===== config.mk =====
export PLATFORM = sky130hd
export DESIGN_NAME = afd_host_port
export DESIGN_NICKNAME = d
export VERILOG_FILES = /design/src/include/afd_pkg.sv /design/src/hw/afd_host_port.sv /design/src/hw/afd_clk_div.sv
export SDC_FILE = /design/constraint.sdc
export NUM_CORES = 1
export LEC_CHECK = 0
export BUFFER_PORTS_ARGS = -buffer_cell sky130_fd_sc_hd__buf_2
export CAP_MARGIN = 20
export CORE_ASPECT_RATIO = 2
export CORE_MARGIN = 10
export CORE_UTILIZATION = 55
export DETAILED_ROUTE_END_ITERATION = 12
export PLACE_DENSITY = 0.82
export SLEW_MARGIN = 20
export SYNTH_ARGS = -nofsm -noshare
export SYNTH_HDL_FRONTEND = slang
export SYNTH_SLANG_ARGS = --single-unit

===== constraint.sdc =====
create_clock -name pclk -period 8.2 [get_ports pclk]
set_clock_uncertainty 0.1 [all_clocks]
set_input_delay 1.64 -clock pclk [delete_from_list [all_inputs] [get_ports pclk]]
set_output_delay 1.64 -clock pclk [all_outputs]
set_load 0.03 [all_outputs]

===== src/include/afd_pkg.sv =====
// constants and register map of the audio frame decoder host port
//
// How it works
// - decoding of a frame starts only once a whole frame sits in the input buffer
// - a need for input raises data request and frame request flags
// - frame request stays high while a frame is wanted, clears when satisfied
// - byte toggle flag inverts on every byte written to the input data port
// - first request after enable asks for 1024 bytes to fill the buffer
// - decoder clock is the pll clock divided by the five-bit divide field; code divides pclk by field plus one, 0 and 1 give full rate
// - each channel has a five-bit volume code, zero mutes
// - equalizer has low, middle and high bands split at 750 and 3300 Hz
// - each band takes a five-bit gain code, zero is full attenuation
// - bass boost enable adds 9 dB below 375 Hz
// - unsupported layer in a header sets the layer error flag
// - missing synchronization pattern sets the sync error flag
// - checksum mismatch sets checksum error flag; frame played or rejected
// - bad-frame play enable set plays bad frames, cleared skips them
// - version bit and two-bit rate code from the header are reported
// - ancillary ready flag is high while the ancillary buffer holds a byte
// - five interrupt sources, each with its own mask bit
// - a set mask bit blocks its flag from the interrupt
// - interrupt reaches the core only with decoder and global enables set
// - status read clears all event flags except ancillary ready
package afd_pkg;
    localparam logic [7:0] ADDR_CONTROL = 8'h00;
    localparam logic [7:0] ADDR_STATUS = 8'h04;
    localparam logic [7:0] ADDR_STATUS_AUX = 8'h08;
    localparam logic [7:0] ADDR_DATA = 8'h0C;
    localparam logic [7:0] ADDR_ANC = 8'h10;
    localparam logic [7:0] ADDR_LEFT = 8'h14;
    localparam logic [7:0] ADDR_RIGHT = 8'h18;
    localparam logic [7:0] ADDR_LOW = 8'h1C;
    localparam logic [7:0] ADDR_MID = 8'h20;
    localparam logic [7:0] ADDR_HIGH = 8'h24;
    localparam logic [7:0] ADDR_CLKDIV = 8'h28;
    localparam logic [7:0] ADDR_IRQEN = 8'h2C;
    // control register fields
    localparam int CTL_EN = 7;
    localparam int CTL_BASS = 6;
    localparam int CTL_BADPLAY = 5;
    localparam int CTL_MSK_ANC = 4;
    localparam int CTL_MSK_REQ = 3;
    localparam int CTL_MSK_LAY = 2;
    localparam int CTL_MSK_SYN = 1;
    localparam int CTL_MSK_CRC = 0;
    localparam logic [7:0] CONTROL_RST = 8'h3F;
    // status register fields
    localparam int ST_ANC = 7;
    localparam int ST_REQ = 6;
    localparam int ST_LAY = 5;
    localparam int ST_SYN = 4;
    localparam int ST_CRC = 3;
    localparam int ST_FS_LO = 1;
    localparam int ST_VER = 0;
    localparam logic [7:0] STATUS_RST = 8'h01;
    // aux status fields
    localparam int AUX_FREQ = 1;
    localparam int AUX_BREQ = 0;
    // irq enable fields
    localparam int IEN_GLOBAL = 7;
    localparam int IEN_DEC = 0;
    localparam logic [4:0] GAIN_RST = 5'h00;
    localparam logic [4:0] CLKDIV_RST = 5'h00;
    localparam int FIRST_FILL_BYTES = 1024;
endpackage


===== src/hw/afd_host_port.sv =====
// host port of the audio frame decoder: apb registers, request handshake, flags
//
// Local design decisions: the APB slave port and the register addresses.
`timescale 1ns/10ps
module afd_host_port
    import afd_pkg::*;
#(
    parameter int FRAME_BYTES = FIRST_FILL_BYTES,
    parameter int ANC_DEPTH = 16
) (
    input wire logic pclk,
    input wire logic presetn,
    input wire logic psel,
    input wire logic penable,
    input wire logic pwrite,
    input wire logic [7:0] paddr,
    input wire logic [31:0] pwdata,
    output logic [31:0] prdata,
    output logic pready,
    output logic pslverr,
    // decoder core side
    input wire logic core_need_frame,
    input wire logic [10:0] core_frame_len,
    input wire logic hdr_valid,
    input wire logic hdr_version,
    input wire logic [1:0] hdr_rate,
    input wire logic err_layer,
    input wire logic err_sync,
    input wire logic err_crc,
    input wire logic anc_valid,
    input wire logic [7:0] anc_byte,
    output logic anc_ready,
    output logic in_valid,
    output logic [7:0] in_byte,
    output logic frame_ready,
    output logic frame_drop,
    output logic dec_enable,
    output logic dec_tick,
    output logic bass_boost_enable,
    output logic [4:0] left_volume_code,
    output logic [4:0] right_volume_code,
    output logic [4:0] low_band_gain_code,
    output logic [4:0] mid_band_gain_code,
    output logic [4:0] high_band_gain_code,
    output logic decoder_irq
);
    localparam int AW = $clog2(ANC_DEPTH);

    logic [7:0] decoder_control_reg_r;
    logic [7:0] irq_enable_reg_zero_r;
    logic [4:0] clock_divide_field_r;
    logic data_request_flag_r;
    logic frame_request_flag_r;
    logic byte_toggle_flag_r;
    logic layer_error_flag_r;
    logic sync_error_flag_r;
    logic checksum_error_flag_r;
    logic stream_version_bit_r;
    logic [1:0] sample_rate_code_r;
    logic first_fill_r;
    logic [10:0] bytes_left_r;
    logic en_d_r;
    logic [7:0] anc_mem [ANC_DEPTH];
    logic [AW:0] anc_cnt_r;
    logic [AW-1:0] anc_wp_r;
    logic [AW-1:0] anc_rp_r;
    logic wr_acc;
    logic rd_acc;
    logic st_rd;
    logic data_wr;
    logic anc_rd;
    logic anc_push;
    logic anc_pop;
    logic ancillary_ready_flag;
    logic [7:0] status_val;
    logic new_req;
    logic crc_hit;

    ////////////////////////////////////////////////////////////////////////
    // apb decode; always answers with no wait state

    assign pready = 1'b1;
    assign wr_acc = psel && penable && pwrite;
    assign rd_acc = psel && penable && !pwrite;
    // flags clear at the setup edge that takes their snapshot, so a later set is never lost
    assign st_rd = psel && !penable && !pwrite && paddr == ADDR_STATUS;
    assign data_wr = wr_acc && paddr == ADDR_DATA;
    assign anc_rd = rd_acc && paddr == ADDR_ANC;
    assign dec_enable = decoder_control_reg_r[CTL_EN];
    assign bass_boost_enable = decoder_control_reg_r[CTL_BASS];

    always_comb begin
        unique case (paddr)
            ADDR_CONTROL, ADDR_STATUS, ADDR_STATUS_AUX, ADDR_DATA, ADDR_ANC,
            ADDR_LEFT, ADDR_RIGHT, ADDR_LOW, ADDR_MID, ADDR_HIGH,
            ADDR_CLKDIV, ADDR_IRQEN: pslverr = 1'b0;
            default: pslverr = psel && penable;
        endcase
    end

    always_ff @(posedge pclk or negedge presetn) begin
        if (!presetn) begin
            decoder_control_reg_r <= CONTROL_RST;
        end else if (wr_acc && paddr == ADDR_CONTROL) begin
            decoder_control_reg_r <= pwdata[7:0];
        end
    end

    always_ff @(posedge pclk or negedge presetn) begin
        if (!presetn) begin
            irq_enable_reg_zero_r <= 8'h00;
        end else if (wr_acc && paddr == ADDR_IRQEN) begin
            irq_enable_reg_zero_r <= pwdata[7:0];
        end
    end

    always_ff @(posedge pclk or negedge presetn) begin
        if (!presetn) begin
            clock_divide_field_r <= CLKDIV_RST;
        end else if (wr_acc && paddr == ADDR_CLKDIV) begin
            clock_divide_field_r <= pwdata[4:0];
        end
    end

    // five gain codes share one register shape: left, right, low, mid, high
    localparam logic [7:0] GAIN_ADDR [5] = '{ADDR_LEFT, ADDR_RIGHT, ADDR_LOW,
        ADDR_MID, ADDR_HIGH};
    logic [4:0] gain_r [5];

    for (genvar i = 0; i < 5; i++) begin : g_gain
        always_ff @(posedge pclk or negedge presetn) begin
            if (!presetn) begin
                gain_r[i] <= GAIN_RST;
            end else if (wr_acc && paddr == GAIN_ADDR[i]) begin
                gain_r[i] <= pwdata[4:0];
            end
        end
    end

    assign left_volume_code = gain_r[0];
    assign right_volume_code = gain_r[1];
    assign low_band_gain_code = gain_r[2];
    assign mid_band_gain_code = gain_r[3];
    assign high_band_gain_code = gain_r[4];

    assign status_val = {ancillary_ready_flag, data_request_flag_r, layer_error_flag_r,
        sync_error_flag_r, checksum_error_flag_r, sample_rate_code_r, stream_version_bit_r};

    always_ff @(posedge pclk or negedge presetn) begin
        if (!presetn) begin
            prdata <= 32'h0000_0000;
        end else if (psel && !penable && !pwrite) begin
            unique case (paddr)
                ADDR_CONTROL: prdata <= {24'h000000, decoder_control_reg_r};
                ADDR_STATUS: prdata <= {24'h000000, status_val};
                ADDR_STATUS_AUX: prdata <= {30'h0, frame_request_flag_r, byte_toggle_flag_r};
                ADDR_ANC: prdata <= {24'h000000, anc_mem[anc_rp_r]};
                ADDR_LEFT: prdata <= {27'h0, left_volume_code};
                ADDR_RIGHT: prdata <= {27'h0, right_volume_code};
                ADDR_LOW: prdata <= {27'h0, low_band_gain_code};
                ADDR_MID: prdata <= {27'h0, mid_band_gain_code};
                ADDR_HIGH: prdata <= {27'h0, high_band_gain_code};
                ADDR_CLKDIV: prdata <= {27'h0, clock_divide_field_r};
                ADDR_IRQEN: prdata <= {24'h000000, irq_enable_reg_zero_r};
                default: prdata <= 32'h0000_0000;
            endcase
        end
    end

    ////////////////////////////////////////////////////////////////////////
    // decoder clock enable

    afd_clk_div u_div (
        .pclk(pclk),
        .presetn(presetn),
        .div(clock_divide_field_r),
        .tick(dec_tick)
    );

    ////////////////////////////////////////////////////////////////////////
    // input request handshake

    // a new request opens on enable rise or when the core asks for a frame
    assign new_req = dec_enable && !frame_request_flag_r
        && (!en_d_r || (core_need_frame && !first_fill_r));

    always_ff @(posedge pclk or negedge presetn) begin
        if (!presetn) begin
            en_d_r <= 1'b0;
            first_fill_r <= 1'b0;
            frame_request_flag_r <= 1'b0;
            bytes_left_r <= 11'h000;
            frame_ready <= 1'b0;
        end else begin
            en_d_r <= dec_enable;
            frame_ready <= 1'b0;
            if (!dec_enable) begin
                frame_request_flag_r <= 1'b0;
                first_fill_r <= 1'b0;
            end else if (new_req) begin
                frame_request_flag_r <= 1'b1;
                first_fill_r <= !en_d_r;
                bytes_left_r <= !en_d_r ? 11'(FRAME_BYTES) : core_frame_len;
            end else if (frame_request_flag_r && data_wr) begin
                bytes_left_r <= bytes_left_r - 11'h001;
                if (bytes_left_r <= 11'h001) begin
                    frame_request_flag_r <= 1'b0;
                    first_fill_r <= 1'b0;
                    frame_ready <= 1'b1;
                end
            end
        end
    end

    // byte passes straight to the core buffer; writes outside a request are dropped
    always_ff @(posedge pclk or negedge presetn) begin
        if (!presetn) begin
            in_valid <= 1'b0;
            in_byte <= 8'h00;
            byte_toggle_flag_r <= 1'b0;
        end else begin
            in_valid <= data_wr && frame_request_flag_r;
            if (data_wr) begin
                in_byte <= pwdata[7:0];
                byte_toggle_flag_r <= !byte_toggle_flag_r;
            end
        end
    end

    ////////////////////////////////////////////////////////////////////////
    // event flags; a set in the cycle of a status read wins

    assign crc_hit = err_crc && dec_enable;
    assign frame_drop = crc_hit && !decoder_control_reg_r[CTL_BADPLAY];

    always_ff @(posedge pclk or negedge presetn) begin
        if (!presetn) begin
            data_request_flag_r <= 1'b0;
            layer_error_flag_r <= 1'b0;
            sync_error_flag_r <= 1'b0;
            checksum_error_flag_r <= 1'b0;
        end else begin
            data_request_flag_r <= new_req || (data_request_flag_r && !st_rd);
            layer_error_flag_r <= err_layer || (layer_error_flag_r && !st_rd);
            sync_error_flag_r <= err_sync || (sync_error_flag_r && !st_rd);
            checksum_error_flag_r <= crc_hit || (checksum_error_flag_r && !st_rd);
        end
    end

    always_ff @(posedge pclk or negedge presetn) begin
        if (!presetn) begin
            stream_version_bit_r <= STATUS_RST[ST_VER];
            sample_rate_code_r <= STATUS_RST[ST_FS_LO+1:ST_FS_LO];
        end else if (hdr_valid) begin
            stream_version_bit_r <= hdr_version;
            sample_rate_code_r <= hdr_rate;
        end
    end

    ////////////////////////////////////////////////////////////////////////
    // ancillary byte buffer

    assign anc_ready = anc_cnt_r < (AW+1)'(ANC_DEPTH);
    assign anc_push = anc_valid && anc_ready;
    assign anc_pop = anc_rd && ancillary_ready_flag;
    assign ancillary_ready_flag = anc_cnt_r != '0;

    always_ff @(posedge pclk) begin
        if (anc_push) begin
            anc_mem[anc_wp_r] <= anc_byte;
        end
    end

    always_ff @(posedge pclk or negedge presetn) begin
        if (!presetn) begin
            anc_cnt_r <= '0;
            anc_wp_r <= '0;
            anc_rp_r <= '0;
        end else begin
            if (anc_push) begin
                anc_wp_r <= anc_wp_r + 1'b1;
            end
            if (anc_pop) begin
                anc_rp_r <= anc_rp_r + 1'b1;
            end
            if (anc_push && !anc_pop) begin
                anc_cnt_r <= anc_cnt_r + 1'b1;
            end else if (anc_pop && !anc_push) begin
                anc_cnt_r <= anc_cnt_r - 1'b1;
            end
        end
    end

    ////////////////////////////////////////////////////////////////////////
    // interrupt: unmasked flags or'ed, then gated by both enables

    always_ff @(posedge pclk or negedge presetn) begin
        if (!presetn) begin
            decoder_irq <= 1'b0;
        end else begin
            decoder_irq <= irq_enable_reg_zero_r[IEN_GLOBAL] && irq_enable_reg_zero_r[IEN_DEC]
                && ((checksum_error_flag_r && !decoder_control_reg_r[CTL_MSK_CRC])
                || (sync_error_flag_r && !decoder_control_reg_r[CTL_MSK_SYN])
                || (layer_error_flag_r && !decoder_control_reg_r[CTL_MSK_LAY])
                || (data_request_flag_r && !decoder_control_reg_r[CTL_MSK_REQ])
                || (ancillary_ready_flag && !decoder_control_reg_r[CTL_MSK_ANC]));
        end
    end
endmodule


===== src/hw/afd_clk_div.sv =====
// decoder clock enable divider
`timescale 1ns/10ps
module afd_clk_div
    import afd_pkg::*;
(
    input wire logic pclk,
    input wire logic presetn,
    input wire logic [4:0] div,
    output logic tick
);
    logic [4:0] cnt_r;

    // divide factor zero or one runs at full rate
    always_ff @(posedge pclk or negedge presetn) begin
        if (!presetn) begin
            cnt_r <= 5'h00;
            tick <= 1'b0;
        end else if (cnt_r >= div || div <= 5'h01) begin
            cnt_r <= 5'h00;
            tick <= 1'b1;
        end else begin
            cnt_r <= cnt_r + 5'h01;
            tick <= 1'b0;
        end
    end
endmodule


==> results.ini <==
[sta]
finalCritPeriodShare_pct = 51.73
finalHoldViolCount = 0
min_period_ns = 4.242
max_slew_margin_pct = 29.13
report.final.slew_viol_count = 0
worstMarginPinSlew_ns = 1.060
setup_viol = 0
max_freq_mhz = 235.7
setup_tns_ns = 0
rsz0062_at_grt = false

[power]
p_leak_uw = 0.004788
vdd_drop_max_mv = 0.1556
powerDensity_nw_per_um2 = 228.7
totalPowerFinal_uw = 2711

[clock_tree]
htreeDepth = 1
cts-root-buf = clkbuf_16
path_clk_slew_ns = 0.07
cts_sinks = 234
post_cts_buffers = 0
cts_made_buffers = 21
cts_max_path_buffers = 3
postCtsResizedCells = 0
cts_hold_buf = 0
clk_latency_ns = 0.51
cts_tree = built

[worst_setup_path]
worstSetupStartpointType = input port
cp-end-kind = output pin
worst-path-max-fanout = 22
r2r-end = anc_cnt_r[4]
critPathRequiredTime_ns = 6.46
path_class = in -> out
r2r_setup_slack_ns = 5.01
cp.arrival_ns = 2.50
worstRegToRegCells = 11
rr_startpoint = anc_cnt_r[0]

[synth]
ys_async_sr_fraction_pct = 45.30
yosys.cell_types.count = 67
syn_inst = 732
yosys_warnings = 0
synth-xor-area-share_pct = 1.241
syn-cell-area_um2 = 10590
synth_top_family_by_area = multiplexers
muxShareOfSynthArea_pct = 15.11
synth_compound_area_share_pct = 7.302
ys_ff_latch = 234
synth-seq-area-share_pct = 61.42
synth-adder-area-share_pct = 2.198
synth-simple-area-share_pct = 8.672
synth_edf_count = 128
synth_ff_type = edfxtp_1
avgSynthCellArea_um2 = 14.47

[worst_hold_path]
min_path_cells = 1
hold_class = reg -> reg
min_from = u_div.cnt_r[0]
min_to = u_div.cnt_r[0]

[placed_design]
place_inst = 1060
dp_hpwl_um = 18040
io_buffer_count = 98
gp_congestion = 0.9139

[final_layout]
final_core_util_pct = 62.65
fillCellCount = 1437
drive_above_1_share_pct = 29.77
syn2layout_area_growth_pct = 11.94
final_nets = 919
final_cells = 1098
final_cell_mix = edfxtp_1 (128), dfrtp_1 (99), buf_2 (97)
final_common_cell = edfxtp_1
antenna_cells = 0

[run_status]
status = finished, final reports clean

[detailed_routing]
remaining_drc_errors = 0
dr.pass1.iters = 5
drt-wirelength-per-cell_um = 22.76
routed_wl_um = 24990
ant_nets = 0
vias = 6490
vias_per_cell = 5.911
drt_iter0_markers = 592

[global_routing]
grt_pass1_vias = 6730
grt_max_degree = 83
grt_pass1_wl_um = 39230
antenna_found_initial = 0
grt-ovfl-total = 0
grt.total_usage_pct = 19.48

[floorplan]
rows = 71
core_um2 = 18920
fp.dieW_um = 118.1
start_util_pct = 55.97
ios = 148
fp.dieH_um = 216.2
die_area_um2 = 25540

[job]
drv_cap = 0

-- worst max-delay path by stage --
| stage | cells past startpoint | from | end |
|---|---|---|---|
| floorplan | 3 | paddr[6] | pslverr |
| global placement | 12 | paddr[5] | anc_cnt_r[4] |
| detailed placement | 12 | paddr[5] | anc_cnt_r[4] |
| CTS | 4 | paddr[5] | pslverr |
| global route | 12 | paddr[4] | anc_cnt_r[4] |
| finish | 4 | paddr[5] | pslverr |
-- critical path, cell delays in order --
cell	delay (ns)
buf_2	0.39
nand2_1	0.12
a21oi_1	0.14
buf_2	0.21
-- stage by stage --
stage / hold WS (ns) / setup WS (ns) / cell area (um^2)
3_3_place_gp: 0.3794 / 3.584 / 11210
3_5_place_dp: 0.3844 / 3.525 / 11210
2_1_floorplan: 0.3462 / 3.887 / 10680
6_report: 0.3959 / 3.958 / 11860
4_1_cts: 0.4029 / 3.974 / 11850
5_1_grt: 0.4125 / 3.820 / 11860
-- area by class of cell --
class	count	area, um^2	area share, %
Inverter	21	78.83	0.6649
Sequential cell	234	6505	54.87
Timing Repair Buffer	106	556.8	4.697
Clock inverter	12	95.09	0.8021
Clock buffer	26	544.3	4.591
Multi-Input combinational cell	444	3756	31.68
Tap cell	255	319.1	2.691
-- cells in the mapped netlist (8+ instances only) --
master / count / area share, %
nand2_1: 41 / 1.5
ha_1: 17 / 2.0
dfrtp_1: 99 / 23
buf_2: 13 / 0.61
nand3_1: 25 / 1.2
a21o_1: 9 / 0.64
a211oi_1: 20 / 1.4
clkbuf_1: 10 / 0.35
mux2i_1: 17 / 1.6
o21ai_0: 19 / 0.90
a22o_1: 8 / 0.66
nor2b_1: 13 / 0.77
nor2_1: 22 / 0.78
inv_1: 21 / 0.74
xnor2_1: 11 / 0.91
and2_1: 17 / 1.0
mux2_2: 67 / 7.1
a21oi_1: 12 / 0.57
mux4_2: 30 / 6.4
buf_4: 29 / 2.1
edfxtp_1: 128 / 36
-- power breakdown --
part           internal [uW]  switching, uW  leakage [uW]
combinational            153            235       0.00193
sequential              1330           58.1       0.00256
clock                    508            428      0.000299
-- per-layer routing --
layer / vias up / routed length [um] / track usage (%)
met5: - / 0 / 0
met4: 0 / 1206 / 9.776
met3: 61 / 1109 / 2.734
met2: 211 / 14390 / 37.84
met1: 3289 / 8284 / 19.40
li1: 2929 / - / -
-- sequential cells by signal (all words and copies together) (netlist names), 2 cells and up --
name / count
anc_mem: 128
bytes_left_r: 11
decoder_control_reg_r: 8
in_byte: 8
irq_enable_reg_zero_r: 8
prdata: 8
anc_cnt_r: 5
clock_divide_field_r: 5
high_band_gain_code: 5
left_volume_code: 5
low_band_gain_code: 5
mid_band_gain_code: 5
right_volume_code: 5
u_div.cnt_r: 5
anc_rp_r: 4
anc_wp_r: 4
sample_rate_code_r: 2
-- kinds of logic (layout without fill, tap and decap cells) --
kind of cell | count (synthesis) | after routing
mux | 114 | 114
simple gates | 163 | 163
flops | 234 | 234
xor+xnor | 15 | 15
other cells | 2 | 25
fa+ha+maj | 18 | 18
compound gates | 109 | 109
buf+inv | 77 | 165
Note: power is estimated with default switching activity, not from simulation.
